$ cat src/logic/mace_regs.vh
`ifndef MACE_REGS_VH
`define MACE_REGS_VH
// special function register addresses (page 3)
`define MACE_ADDR_STATUS    8'hC0
`define MACE_ADDR_A_LOW     8'hC1
`define MACE_ADDR_A_HIGH    8'hC2
`define MACE_ADDR_CONFIG    8'hC3
`define MACE_ADDR_ACC0      8'h93
`define MACE_ADDR_ACC1      8'h94
`define MACE_ADDR_ACC2      8'h95
`define MACE_ADDR_ACC3      8'h96
`define MACE_ADDR_ACC_TOP   8'h97
`define MACE_ADDR_B_LOW     8'h91
`define MACE_ADDR_B_HIGH    8'h92
`define MACE_ADDR_ROUND_H   8'hCF
`define MACE_ADDR_ROUND_L   8'hCE
`define MACE_PAGE           8'h03
// configuration fields
`define MACE_CF_SHIFT_GO    5
`define MACE_CF_SHIFT_DIR   4
`define MACE_CF_CLEAR       3
`define MACE_CF_SATURATE    2
`define MACE_CF_FRACTIONAL  1
`define MACE_CF_MULT_ONLY   0
`define MACE_CF_MASK        8'h3F
// status fields
`define MACE_ST_HARD_OVF    3
`define MACE_ST_ZERO        2
`define MACE_ST_SOFT_OVF    1
`define MACE_ST_NEGATIVE    0
`define MACE_ST_MASK        8'h0F
`define MACE_ST_RESET       8'h04
`define MACE_CF_RESET       8'h00
// rounding and hard overflow constants
`define MACE_HALF           16'h8000
`define MACE_POS_SAT        16'h7FFF
`define MACE_NEG_SAT        16'h8000
`define MACE_TOP_POS        8'h7F
`define MACE_TOP_NEG        8'h80
`endif

$ cat src/logic/mace_round.v
`include "mace_regs.vh"
// rounding stage: registered round-half-to-even of bits 31..16 with optional saturation
module mace_round (
  input  wire        clock,
  input  wire        rst,
  input  wire        load,
  input  wire [39:0] acc,
  input  wire        saturate,
  output reg  [15:0] rounded
);
  wire [15:0] upper    = acc[31:16];
  wire [15:0] lower    = acc[15:0];
  wire        round_up = (lower > `MACE_HALF) || ((lower == `MACE_HALF) && upper[0]);
  wire [16:0] sum      = {upper[15], upper} + {16'h0000, round_up};
  // out of 16-bit signed range: from the guard bits or from rounding
  wire        hi_ext   = ~(&acc[39:31]) & (|acc[39:31]);
  wire        rnd_ovf  = sum[16] != sum[15];
  wire        overflow = hi_ext | rnd_ovf;
  wire        negative = acc[39];
  reg  [15:0] next_rounded;

  always @*
  begin
    next_rounded = sum[15:0];
    if (saturate && overflow)
      next_rounded = negative ? `MACE_NEG_SAT : `MACE_POS_SAT;
  end

  always @(posedge clock or posedge rst)
  begin
    if (rst)
      rounded <= 16'h0000;
    else if (load)
      rounded <= next_rounded;
  end
endmodule // mace_round

$ cat src/logic/mace_engine.v
`include "mace_regs.vh"
module mace_engine (
  input  wire        clock,
  input  wire        rst,
  input  wire        sfr_write,
  input  wire        sfr_read,
  input  wire [7:0]  sfr_addr,
  input  wire [7:0]  sfr_page,
  input  wire [7:0]  sfr_wdata,
  output reg  [7:0]  sfr_rdata,
  output wire        sfr_hit
);
  reg  [7:0]  config_reg;
  reg  [3:0]  status_reg;
  reg  [7:0]  operand_a_high;
  reg  [7:0]  operand_a_low;
  reg  [7:0]  operand_b_high;
  reg  [7:0]  operand_b_low;
  reg  [39:0] acc;
  reg         stage1;
  reg         stage2;
  reg         round_load;
  reg  [31:0] product;
  wire [15:0] rounded;
  reg  [39:0] next_acc;
  reg  [3:0]  next_status;
  reg  [7:0]  next_config;
  reg  [7:0]  next_rdata;
  reg         addr_mapped;
  wire [4:0]  acc_byte_wr;
  wire [39:0] acc_loaded;

  // accumulator byte addresses, byte zero in the low slot
  localparam [39:0] ACC_ADDRS     = {`MACE_ADDR_ACC_TOP, `MACE_ADDR_ACC3, `MACE_ADDR_ACC2,
                                     `MACE_ADDR_ACC1, `MACE_ADDR_ACC0};
  localparam [7:0]  ST_RESET_BYTE = `MACE_ST_RESET;

  wire on_page  = sfr_page == `MACE_PAGE;
  wire wr       = sfr_write & on_page;
  wire wr_cfg   = wr && sfr_addr == `MACE_ADDR_CONFIG;
  wire wr_sta   = wr && sfr_addr == `MACE_ADDR_STATUS;
  wire wr_bl    = wr && sfr_addr == `MACE_ADDR_B_LOW;
  wire wr_ah    = wr && sfr_addr == `MACE_ADDR_A_HIGH;
  wire wr_al    = wr && sfr_addr == `MACE_ADDR_A_LOW;
  wire wr_bh    = wr && sfr_addr == `MACE_ADDR_B_HIGH;

  // one write strobe and one merged byte per accumulator register
  genvar gi;
  generate
    for (gi = 0; gi < 5; gi = gi + 1)
    begin : g_acc_byte
      assign acc_byte_wr[gi]         = wr && sfr_addr == ACC_ADDRS[8 * gi +: 8];
      assign acc_loaded[8 * gi +: 8] = acc_byte_wr[gi] ? sfr_wdata
                                                       : acc[8 * gi +: 8];
    end
  endgenerate

  wire shift_go             = config_reg[`MACE_CF_SHIFT_GO];
  wire shift_direction      = config_reg[`MACE_CF_SHIFT_DIR];
  wire clear_accumulator    = config_reg[`MACE_CF_CLEAR];
  wire saturate_enable      = config_reg[`MACE_CF_SATURATE];
  wire fractional_select    = config_reg[`MACE_CF_FRACTIONAL];
  wire multiply_only_select = config_reg[`MACE_CF_MULT_ONLY];

  wire [15:0] operand_a = {operand_a_high, operand_a_low};
  wire [15:0] operand_b = {operand_b_high, operand_b_low};

  // stage 1: signed 16x16 multiply, fractional mode shifts left by one
  wire signed [31:0] raw_product = $signed(operand_a) * $signed(operand_b);
  wire [31:0] scaled = fractional_select ? {raw_product[30:0], 1'b0}
                                         : raw_product;
  wire [39:0] product_ext = {{8{product[31]}}, product};
  wire [39:0] addend      = multiply_only_select ? 40'h0000000000 : acc;
  wire [39:0] sum         = addend + product_ext;
  // hard overflow: the top byte steps across the 0x7F/0x80 boundary
  wire [7:0]  top_before  = acc[39:32];
  wire [7:0]  top_after   = sum[39:32];
  wire        hard_cross  = (top_before == `MACE_TOP_POS && top_after == `MACE_TOP_NEG) ||
                            (top_before == `MACE_TOP_NEG && top_after == `MACE_TOP_POS);
  // flags taken from the freshly accumulated value
  wire        sum_zero    = sum == 40'h0000000000;
  wire        sum_negative = sum[39];
  // soft overflow: bits 39..31 no longer agree with the sign at bit 31
  wire        soft_ovf    = sum[39:31] != {9{sum[31]}};
  wire [39:0] shifted     = shift_direction ? {acc[39], acc[39:1]}
                                            : {acc[38:0], 1'b0};

  // pipeline: start write, then product register, then accumulator update
  always @(posedge clock or posedge rst)
  begin
    if (rst)
    begin
      stage1 <= 1'b0;
      stage2 <= 1'b0;
    end
    else
    begin
      stage1 <= wr_bl;
      stage2 <= stage1;
    end
  end

  // stage one result, taken from the operands as they stand then
  always @(posedge clock or posedge rst)
  begin
    if (rst)
      product <= 32'h00000000;
    else if (stage1)
      product <= scaled;
  end

  // accumulator and status; clear wins over an operation or a shift
  always @*
  begin
    next_acc    = acc;
    next_status = status_reg;
    if (clear_accumulator)
    begin
      next_acc    = 40'h0000000000;
      next_status = ST_RESET_BYTE[3:0];
    end
    else if (stage2)
    begin
      next_acc = sum;
      // a status write in stage two reaches only the hard overflow bit; the set wins
      if (hard_cross && !multiply_only_select)
        next_status[`MACE_ST_HARD_OVF] = 1'b1;
      else if (wr_sta)
        next_status[`MACE_ST_HARD_OVF] = sfr_wdata[`MACE_ST_HARD_OVF];
      next_status[`MACE_ST_ZERO]     = sum_zero;
      next_status[`MACE_ST_SOFT_OVF] = soft_ovf;
      next_status[`MACE_ST_NEGATIVE] = sum_negative;
    end
    else
    begin
      // shifts leave the flags alone
      if (shift_go)
        next_acc = shifted;
      else
        next_acc = acc_loaded;
      if (wr_sta)
        next_status = sfr_wdata[3:0];
    end
  end

  always @(posedge clock or posedge rst)
  begin
    if (rst)
    begin
      acc        <= 40'h0000000000;
      status_reg <= ST_RESET_BYTE[3:0];
    end
    else
    begin
      acc        <= next_acc;
      status_reg <= next_status;
    end
  end

  // configuration: shift and clear bits drop after one cycle, even where clear or stage two keeps the shift from running
  always @*
  begin
    next_config = config_reg;
    if (wr_cfg)
      next_config = sfr_wdata & `MACE_CF_MASK;
    else
    begin
      if (shift_go)
        next_config[`MACE_CF_SHIFT_GO] = 1'b0;
      if (clear_accumulator)
        next_config[`MACE_CF_CLEAR] = 1'b0;
    end
  end

  // configuration and operands
  always @(posedge clock or posedge rst)
  begin
    if (rst)
    begin
      config_reg     <= `MACE_CF_RESET;
      operand_a_high <= 8'h00;
      operand_a_low  <= 8'h00;
      operand_b_high <= 8'h00;
      operand_b_low  <= 8'h00;
    end
    else
    begin
      config_reg <= next_config;
      if (wr_ah) operand_a_high <= sfr_wdata;
      if (wr_al) operand_a_low  <= sfr_wdata;
      if (wr_bh) operand_b_high <= sfr_wdata;
      if (wr_bl) operand_b_low  <= sfr_wdata;
    end
  end

  // rounding follows the cycle after an operation, a shift or a low byte write
  always @(posedge clock or posedge rst)
  begin
    if (rst)
      round_load <= 1'b0;
    else
      round_load <= stage2 | (shift_go & ~clear_accumulator) | acc_byte_wr[0];
  end

  mace_round u_round (
    .clock    (clock),
    .rst      (rst),
    .load     (round_load),
    .acc      (acc),
    .saturate (saturate_enable),
    .rounded  (rounded)
  );

  // address decode for the hit flag
  always @*
  begin
    addr_mapped = 1'b0;
    case (sfr_addr)
      `MACE_ADDR_STATUS,
      `MACE_ADDR_A_LOW,
      `MACE_ADDR_A_HIGH,
      `MACE_ADDR_CONFIG,
      `MACE_ADDR_ACC0,
      `MACE_ADDR_ACC1,
      `MACE_ADDR_ACC2,
      `MACE_ADDR_ACC3,
      `MACE_ADDR_ACC_TOP,
      `MACE_ADDR_B_LOW,
      `MACE_ADDR_B_HIGH,
      `MACE_ADDR_ROUND_H,
      `MACE_ADDR_ROUND_L:
        addr_mapped = 1'b1;
      default:
        addr_mapped = 1'b0;
    endcase
  end

  assign sfr_hit = sfr_read & on_page & addr_mapped;

  // read mux: zero for idle cycles and for unmapped or off-page reads
  always @*
  begin
    next_rdata = 8'h00;
    if (sfr_read && on_page)
    begin
      case (sfr_addr)
        `MACE_ADDR_STATUS:  next_rdata = {4'h0, status_reg};
        `MACE_ADDR_CONFIG:  next_rdata = config_reg & `MACE_CF_MASK;
        `MACE_ADDR_A_LOW:   next_rdata = operand_a_low;
        `MACE_ADDR_A_HIGH:  next_rdata = operand_a_high;
        `MACE_ADDR_B_LOW:   next_rdata = operand_b_low;
        `MACE_ADDR_B_HIGH:  next_rdata = operand_b_high;
        `MACE_ADDR_ACC0:    next_rdata = acc[7:0];
        `MACE_ADDR_ACC1:    next_rdata = acc[15:8];
        `MACE_ADDR_ACC2:    next_rdata = acc[23:16];
        `MACE_ADDR_ACC3:    next_rdata = acc[31:24];
        `MACE_ADDR_ACC_TOP: next_rdata = acc[39:32];
        `MACE_ADDR_ROUND_H: next_rdata = rounded[15:8];
        `MACE_ADDR_ROUND_L: next_rdata = rounded[7:0];
        default:            next_rdata = 8'h00;
      endcase
    end
  end

  // read data stands for one cycle after the read strobe
  always @(posedge clock or posedge rst)
  begin
    if (rst)
      sfr_rdata <= 8'h00;
    else
      sfr_rdata <= next_rdata;
  end
endmodule // mace_engine

$ cat config.mk
export PLATFORM = sky130hd
export DESIGN_NAME = mace_engine
export DESIGN_NICKNAME = d
export VERILOG_FILES = /design/src/logic/mace_round.v /design/src/logic/mace_engine.v
export VERILOG_INCLUDE_DIRS = /design/src /design/src/logic
export SDC_FILE = /design/constraint.sdc
export NUM_CORES = 1
export LEC_CHECK = 0
export BUFFER_PORTS_ARGS = -buffer_cell sky130_fd_sc_hd__buf_2
export CORE_MARGIN = 3
export CORE_UTILIZATION = 49
export CTS_CLUSTER_DIAMETER = 120
export DETAILED_ROUTE_END_ITERATION = 10
export HOLD_SLACK_MARGIN = 0.03
export PLACE_DENSITY = 0.69
export RECOVER_POWER = 100
export SYNTH_ARGS = -nofsm -noshare
export SYNTH_HDL_FRONTEND = slang
export SYNTH_SLANG_ARGS = --single-unit
$ cat constraint.sdc
create_clock -name clock -period 8.9 [get_ports clock]
set_input_delay 0.445 -clock clock [delete_from_list [all_inputs] [get_ports clock]]
set_output_delay 0.445 -clock clock [all_outputs]
set_load 0.005 [all_outputs]
=== After elaboration in Yosys (flattened, before gate mapping) ===
Index checks and enable logic that the tools add are counted.

* Input bits: 28
* Flip-flop bits (word level): 141
* Output and inout bits: 9

* Reductions and logical operators: 33
* Add/sub/neg operators: 2
* Multiply operators: 1
* Bitwise logic cells: 10
* Equality and inequality tests: 22
* $lt $le $gt $ge: 1
* Mux-type cells: 23

{| class="wikitable"
|+ Operators with widths
! cell !! count
|-
| 40-bit two-way mux || 5
|-
| 8-bit == test, second input constant || 15
|-
| 8-bit one-hot mux with 13 select lines || 1
|-
| 8-bit two-way mux || 6
|-
| 40-bit adder || 1
|-
| 40-bit logical NOT || 1
|-
| 16-bit by 16-bit multiplier with 32-bit output || 1
|-
| 16-bit two-way mux || 2
|-
| 32-bit two-way mux || 1
|-
| 4-bit nonzero test || 5
|-
| 16-bit by 2-bit adder with 17-bit output || 1
|-
| 1-bit logical AND || 17
|-
| 16-bit == test, second input constant || 1
|-
| 8-bit by 7-bit == test with 1-bit output, second input constant || 2
|-
| 16-bit > comparator, second input constant || 1
|-
| 13-bit OR reduction || 1
|-
| 4-bit two-way mux || 3
|-
| 9-bit AND reduction || 1
|-
| 9-bit OR reduction || 1
|-
| 8-bit by 2-bit == test with 1-bit output, second input constant || 1
|-
| 8-bit inequality test || 1
|-
| 3-bit nonzero test || 2
|-
| 1-bit AND || 5
|-
| 1-bit two-way mux || 5
|-
| 7 further kinds || 12
|}

=== Depth between registers and ports, before layout ===
Gate-level depths: netlist (run 1).

* Depth in word-level cells: 9
* Mapped depth: 25

=== Modules after synthesis ===
From an unflattened synthesis (run 1), not the netlist that was laid out.

* Cell total of the unflattened synthesis: 2323
* Area, all modules: 20434.6 sq um

{| class="wikitable"
|+ Modules (own cells, without submodules)
! module !! sequential area each (sq um) !! area each (sq um) !! cells each !! instances
|-
| mace_engine || 3129.3 || 19366.1 || 2200 || 1
|-
| mace_round || 400.4 || 1068.5 || 123 || 1
|}

=== Worst setup path after synthesis (run 1) ===
OpenSTA, ideal clock, no wires.

* Kind: register -> register
* Start point: register operand_b_low[7]
* End point: register product[31]
* Arrival: 6.109 ns
* Period minus slack after synthesis: 6.233 ns
* Cell stages (with the launch flop): 25
* Slack: 2.667 ns
* Required time: 8.776 ns
* Path through: dfrtp_1 > clkbuf_1 > clkbuf_1 > nand2_1 > fa_1 > inv_1 > fa_1 > inv_1 > fa_1 > inv_1 > fa_1 > fa_1 > inv_1 > fa_1 > inv_1 > ha_1 > or3_1 > o211ai_1 > o211ai_1 > o211ai_1 > a211oi_1 > o311ai_0 > nand3b_1 > nor3b_1 > a211o_1

* Cells in the longest elaborated chain, start to end: 2

{| class="wikitable"
|+ Ends and longest elaborated chain
! element !! RTL line !! source
|-
| start, declared || mace_engine.v:18 || <nowiki>reg [7:0] operand_b_low;</nowiki>
|-
| start signal, assigned || mace_engine.v:192 || <nowiki>if (wr_bl) operand_b_low <= sfr_wdata;</nowiki>
|-
| 16-bit by 16-bit multiplier with 32-bit output || mace_engine.v:69 || <nowiki>wire signed [31:0] raw_product = $signed(operand_a) * $signed(operand_b);</nowiki>
|-
| 32-bit two-way mux || mace_engine.v:70 || <nowiki>wire [31:0] scaled = fractional_select ? {raw_product[30:0], 1'b0}</nowiki>
|-
| end signal, assigned || mace_engine.v:109 || <nowiki>product <= scaled;</nowiki>
|-
| end, declared || mace_engine.v:23 || <nowiki>reg [31:0] product;</nowiki>
|}

Every way passes these cells.
A chain may end at the register's enable or synchronous reset.

=== Worst setup path in the final report (run 1) ===
* Start point: register operand_a_low[6]
* End point: register product[31]

* Cells in the longest elaborated chain, start to end: 2

{| class="wikitable"
|+ Ends and longest elaborated chain
! element !! RTL line !! source
|-
| start, declared || mace_engine.v:16 || <nowiki>reg [7:0] operand_a_low;</nowiki>
|-
| start signal, assigned || mace_engine.v:190 || <nowiki>if (wr_al) operand_a_low <= sfr_wdata;</nowiki>
|-
| 16-bit by 16-bit multiplier with 32-bit output || mace_engine.v:69 ||
|-
| 32-bit two-way mux || mace_engine.v:70 ||
|}

Every way passes these cells.

==> results of run 1 <==
==> worst reg2reg max path: stages, from the launching register on <==
cell,delay (ps)
dfrtp_1,870
and2_0,270
fa_1,480
fa_1,560
ha_1,150
inv_1,70
fa_1,540
inv_1,50
fa_1,480
inv_1,70
fa_1,560
inv_1,60
ha_1,360
a2111oi_0,560
a21oi_1,120
nand2_1,140
o211ai_1,130
o211ai_1,210
a211oi_1,200
o311ai_0,450
nand3b_1,140
nor3b_1,160
a211o_1,270
==> cells in the mapped netlist (all sizes together), types with 49 or more instances <==
cell type / instances
dfrtp: 140
nor2: 134
ha: 123
nand2: 224
xnor2: 50
a21oi: 150
inv: 328
fa: 263
o21ai: 99
clkbuf: 101
a211oi: 49
and2: 132
mux2i: 68
==> how the worst max path moves through the flow <==
stage	start	end	slack, ps	depth (start not counted)
after detailed placement	operand_a_low[6]$_DFFE_PP0P_	product[31]$_DFFE_PP0P_	2020	22
after floorplan	operand_b_low[7]$_DFFE_PP0P_	product[31]$_DFFE_PP0P_	2670	24
final	operand_a_low[6]$_DFFE_PP0P_	product[31]$_DFFE_PP0P_	1880	22
after global placement	operand_b_low[1]$_DFFE_PP0P_	product[31]$_DFFE_PP0P_	2120	20
after CTS	operand_a_low[6]$_DFFE_PP0P_	product[31]$_DFFE_PP0P_	1980	22
after global routing	operand_a_low[6]$_DFFE_PP0P_	product[31]$_DFFE_PP0P_	1500	22
==> cell type report <==
cell class	count	area (µm²)	area share
multi-input cells	1765	15400	0.712
flip-flops and latches	141	3530	0.163
inverters	328	1230	0.0569
well taps	532	666	0.0307
clock buffers	18	439	0.0203
repair buffers	47	235	0.0109
clock inverters	14	143	0.00659
==> power by group through the flow <==
| stage | combinational (mW) | sequential [mW] | clock, mW |
|---|---|---|---|
| after floorplan | 0.0405 | 0.654 | 0 |
| after detailed placement | 0.0660 | 0.654 | 0 |
| final | 0.0660 | 0.642 | 0.706 |
| after CTS | 0.0663 | 0.642 | 0.709 |
| after global placement | 0.0651 | 0.654 | 0 |
| after global routing | 0.0724 | 0.642 | 0.742 |
==> cells by family (layout without fill, tap and decap cells) <==
family / after synthesis / count (layout) / synth area share
mux: 124 / 124 / 0.0677
simple gates: 703 / 703 / 0.169
xor+xnor: 86 / 86 / 0.0367
buf+inv: 449 / 407 / 0.0829
compound gates: 466 / 466 / 0.145
flops: 141 / 141 / 0.170
fa+ha+maj: 386 / 386 / 0.329
==> routing by layer <==
metal / global-route usage / wire length (µm) / vias to the layer above
met5: 0 / 0 / -
met4: 0.0965 / 2190 / 0
met3: 0.0430 / 4780 / 133
met2: 0.441 / 27400 / 817
met1: 0.388 / 25500 / 8411
li1: - / - / 7728
==> per-stage QoR <==
stage	setup WS [ps]	area (µm²)	util	cells	hold WS (ps)
after floorplan	2670	20700	-	2355	352
after detailed placement	2020	21200	0.512	2813	498
after global placement	2120	21200	0.512	2813	494
after global routing	1500	21700	0.525	2845	357
after CTS	1980	21700	0.527	2845	206
final	1880	21700	0.525	2845	354
==> metrics.txt, run 1 <==
status finished with violations; failing checks capacitance limit, slew limit; Area growth, synth to finish 4.58%; Main synth FF type dfrtp_1; Worst Tran Pin Value between 4000 and 5000 ps; clock tree buffer depth 2; clock power share 0.499; hold path start sfr_wdata[5]; Max Clk Rate between 100 and 150 MHz; CTS clock-pin slew for the worst setup and hold paths 70 ps; r2r startpoint operand_a_low[6]$_DFFE_PP0P_; vias 17.1k; #FFs+latches synth approximately 140; # hold bufs at CTS 0; Hold Path End config_reg[5]$_DFF_PP0_; Syn Area/Cell between 8 and 9 µm²; WL/cell 21.0 µm; Crit Path Category flop to flop; IO Port Bufs 36; vias in the first global route ~18k; Vias/cell about 6.0; Starting Density 0.502; PwrDens roughly 65 mW/mm²; switching share of power 0.263; final hold violation count 0; Post-synth EDFFs 0; die area approximately 0.045 mm²; row count 74; Crit-path slowest cell dfrtp_1; WP buf/inv 4; global-route wire length before repair 97700 µm; Internal 1.04 mW; Sw Pwr between 0.3 and 0.4 mW; Final setup viols 0; register-to-register setup slack approximately 1900 ps; Critical Path AT about 7300 ps; Post-Synthesis Cells about 2.4k; CP Max Fanout 18; residual DRC count 0; n_diodes 0; largest net degree at the start of global routing 93; CTS tree yes; TritonRoute pass-1 iters 5; Worst path max stage delay around 870 ps; final slew viol count 244; worst-skew pair later-pin latency between 400 and 500 ps; post-synth top area cell fa_1; register area share after synthesis 0.170; CTS Buf Count 17; Synth top area share 0.254; drt initial violations 1608; total grt overflow 0; post-CTS setup buffers 0; I/O pins 37; Tmin final around 7000 ps; worst-case reg-to-reg path depth 22; Cells on Worst Hold Path 2; Resized cells post-CTS 0; TritonCTS Sinks 141; antenna violations before repair 0; FILL cells between 3k and 4k; crit-path cells and2_0, fa_1, fa_1, ha_1, inv_1, fa_1, inv_1, fa_1, inv_1, fa_1, inv_1, ha_1, a2111oi_0, a21oi_1, nand2_1, o211ai_1, o211ai_1, a211oi_1, o311ai_0, nand3b_1, nor3b_1, a211o_1; Die H 212 µm; Comb pwr share 0.047; Die Width between 200 and 250 µm; relative slew slack -1.69; CTS root buf clkbuf_16; critical path required time between 9000 and 10000 ps; worst flop-to-flop path endpoint product[31]$_DFFE_PP0P_; htree depth 4; Netlist cell types 85; # Max-Cap Violations 4; leakage power 10.2 nW; layout cells sized above 1 0.0649; Final Net Count 2714; Synth Net Count 2769; Worst Clk Skew approximately 15 ps; routability-driven placement congestion ratio between 0.9 and 1; post-DP HPWL roughly 47000 µm; biggest regs acc x40, product x32, u_round.rounded x16; RSZ-0062 raised after global routing false; worst hold path class input pin to flop; most flop-heavy register acc; Core Box Area roughly 0.041 mm²; CP most frequent cell fa_1; Pwr Total 1.41 mW; Post-DRT Antenna Nets 0; most common cell after layout, fill and taps aside inv_1; fin crit share 0.788; most frequent cells in the layout inv_1 (327), fa_1 (263), nand2_1 (224), a21oi_1 (146), dfrtp_1 (138); Critical Path Start Type flop; yosys warns 0; GRT Total Usage 0.277; WL final 59800 µm; VDD IR-drop max 0.159 mV; synthesized cell area approximately 0.021 mm²; Async S/R FF share, synth 1.00; Worst Setup End Kind flop; Worst path top cell family by delay adder cells; max FFs per register 40; Fin Setup TNS 0 ps; Synth area leaders fa_1 (25%), dfrtp_1 (17%), ha_1 (7.4%), inv_1 (5.9%), nand2_1 (4.0%); sequential power share 0.454
Note: power is estimated with default switching activity, not from simulation.
==> inputs of run 2 (changes only) <==
--- a/config.mk
+++ b/config.mk
@@ -12,7 +12,7 @@
 export CTS_CLUSTER_DIAMETER = 120
 export DETAILED_ROUTE_END_ITERATION = 10
 export HOLD_SLACK_MARGIN = 0.03
-export PLACE_DENSITY = 0.69
+export PLACE_DENSITY = 0.71
 export RECOVER_POWER = 100
 export SYNTH_ARGS = -nofsm -noshare
 export SYNTH_HDL_FRONTEND = slang
==> constraint.sdc (replaced) <==
create_clock -name clock -period 6 [get_ports clock]
set_input_delay 0.3 -clock clock [delete_from_list [all_inputs] [get_ports clock]]
set_output_delay 0.3 -clock clock [all_outputs]
set_load 0.005 [all_outputs]
==> metrics.txt, run 2 (same netlist as run 1, synthesis figures left out) <==
Worst Setup End Kind flop; Worst Clk Skew 12.4 ps (-2.72 ps); Area growth, synth to finish 14.4%; IO Port Bufs 36 (unchanged); Core Box Area 0.0413 mm² (unchanged); final hold violation count 0 (unchanged); PwrDens 88.4 mW/mm² (+35%); relative slew slack -2.08 (-0.383); status finished with violations; Worst Tran Pin Value 4590 ps (+571 ps); Inst Count DP 2955 (+5.0%); CTS clock-pin slew for the worst setup and hold paths 70 ps (about the same); Fin Setup TNS -2760 ps (-2760 ps); failing checks capacitance limit, slew limit, setup timing; WL final 62300 µm (+4.3%); I/O pins 37 (unchanged); row count 74 (unchanged); GRT Total Usage 0.282 (+0.00495); biggest regs acc x40, product x32, u_round.rounded x16; Area after DPL 0.0223 mm² (+5.3%); CTS root buf clkbuf_16; final core occ 0.574 (+0.0495); Tmin final 6270 ps (-744 ps); most frequent cells in the layout inv_1 (313), fa_1 (247), nand2_1 (221), buf_4 (169), a21oi_1 (137); TritonCTS Sinks 141 (unchanged); most flop-heavy register acc; total grt overflow 0 (unchanged); worst flop-to-flop path endpoint product[28]$_DFFE_PP0P_; largest net degree at the start of global routing 100 (+7.5%); fin crit share 1.05 (+0.257); Cells on Worst Hold Path 3 (+1); die area 0.0448 mm² (unchanged); hold path start sfr_wdata[1]; max FFs per register 40 (unchanged); vias in the first global route 18.3k (+4.1%); final slew viol count 100 (-59%); worst-case reg-to-reg path depth 22 (unchanged); n_diodes 0 (unchanged); antenna violations before repair 0 (unchanged); Post-DRT Antenna Nets 0 (unchanged); # Max-Cap Violations 1 (-3); CP Max Fanout 6 (-12); CP most frequent cell fa_1; pre-CTS setup slack -381 ps (-2400 ps); htree depth 4 (unchanged); TritonRoute pass-1 iters 9 (+4); Final Non-Filler Cells 3022 (+6.2%); Crit-path slowest cell fa_1; Final Net Count 2891 (+6.5%); r2r startpoint operand_b_low[4]$_DFFE_PP0P_; most common cell after layout, fill and taps aside inv_1; Critical Path AT 6610 ps (-730 ps); Die Width 212 µm (unchanged); drt initial violations 1570 (-2.4%); layout cells sized above 1 0.183 (+0.118); crit-path cells buf_6, and2_4, fa_1, inv_2, fa_1, fa_1, inv_1, fa_1, fa_1, inv_1, fa_1, inv_2, ha_4, and3_4, nand4_1, o211ai_1, o211ai_1, a211oi_4, buf_4, o31ai_4, xnor2_2, a221o_1; worst hold path class input pin to flop; Die H 212 µm (unchanged); clock tree buffer depth 2 (unchanged); vias 18.0k (+5.3%); Crit Path Category flop to flop; post-DP HPWL 48300 µm (+3.2%); Vias/cell 5.96 (-0.84%); CTS Buf Count 17 (unchanged); VDD IR-drop max 0.150 mV (-5.8%); Final setup viols 17 (+17); Pwr Total 2.09 mW (+48%); routability-driven placement congestion ratio 0.941 (-0.70%); leakage power 11.2 nW (+10%); WL/cell 20.6 µm (-1.8%); Max Clk Rate 159 MHz (+12%); CTS tree yes; Worst path max stage delay 560 ps (-310 ps); post-route cell area 0.0237 mm² (+9.4%); Starting Density 0.502 (unchanged); critical path required time 6340 ps (-2880 ps); worst-skew pair later-pin latency 450 ps (about the same); register-to-register setup slack -270 ps (-2160 ps); Hold Path End config_reg[1]$_DFFE_PP0P_; residual DRC count 0 (unchanged); Critical Path Start Type flop; worst hold slack 254 ps (-100 ps); RSZ-0062 raised after global routing true; final worst setup slack -274 ps (-2160 ps); global-route wire length before repair 99300 µm (+1.6%)
==> run 2: worst max-delay path by stage <==
| stage | to | start | slack (ps) | depth (start not counted) |
|---|---|---|---|---|
| 6_report | product[28]$_DFFE_PP0P_ | operand_b_low[4]$_DFFE_PP0P_ | -270 | 22 |
| 5_1_grt | product[28]$_DFFE_PP0P_ | operand_b_low[4]$_DFFE_PP0P_ | -420 | 22 |
| 3_5_place_dp | product[31]$_DFFE_PP0P_ | operand_b_low[4]$_DFFE_PP0P_ | -380 | 22 |
| 2_1_floorplan | product[31]$_DFFE_PP0P_ | operand_b_high[1]$_DFFE_PP0P_ | 4 | 24 |
| 3_3_place_gp | product[31]$_DFFE_PP0P_ | operand_b_low[4]$_DFFE_PP0P_ | -240 | 22 |
| 4_1_cts | product[31]$_DFFE_PP0P_ | operand_b_low[4]$_DFFE_PP0P_ | -50 | 22 |
==> run 2: repair_timing <==
| item | CTS | global route |
|---|---|---|
| pin swaps | 45 | 71 |
| setup buffers | 18 | 21 |
| endpoints found under the setup margin | 16 | 18 |
| hold buffers | 0 | 0 |
| resized for setup | 61 | 86 |
==> run 2: worst max-delay path: cells and delay by family, from the launching register on <==
family / cells / cell delay, ps
compound gates: 5 / 1260
xor+xnor: 1 / 140
fa+ha+maj: 7 / 3260
buf+inv: 6 / 550
flops: 1 / 470
simple gates: 3 / 490
==> run 2: power breakdown <==
group	total, mW	switching, mW	internal (mW)
Sequential	0.953	0.00133	0.951
Combinational	0.104	0.0732	0.0312
Clock	1.04	0.488	0.550
==> run 2: area by class of cell <==
| class | count | area [µm²] |
|---|---|---|
| fillers | 3466 | 17600 |
| multi-input cells | 1765 | 16000 |
| flip-flops and latches | 141 | 3550 |
| repair buffers | 224 | 1710 |
| inverters | 328 | 1230 |
| well taps | 532 | 666 |
| clock buffers | 19 | 443 |
| clock inverters | 13 | 108 |
==> run 2: layer usage <==
metal / part of all wire / track usage / vias to the layer above / wire length, µm
li1: - / - / 8075 / -
met1: 0.42 / 0.392 / 8857 / 26000
met2: 0.45 / 0.435 / 879 / 28100
met3: 0.081 / 0.0486 / 189 / 5080
met4: 0.050 / 0.126 / 0 / 3110
met5: 0 / 0 / - / 0
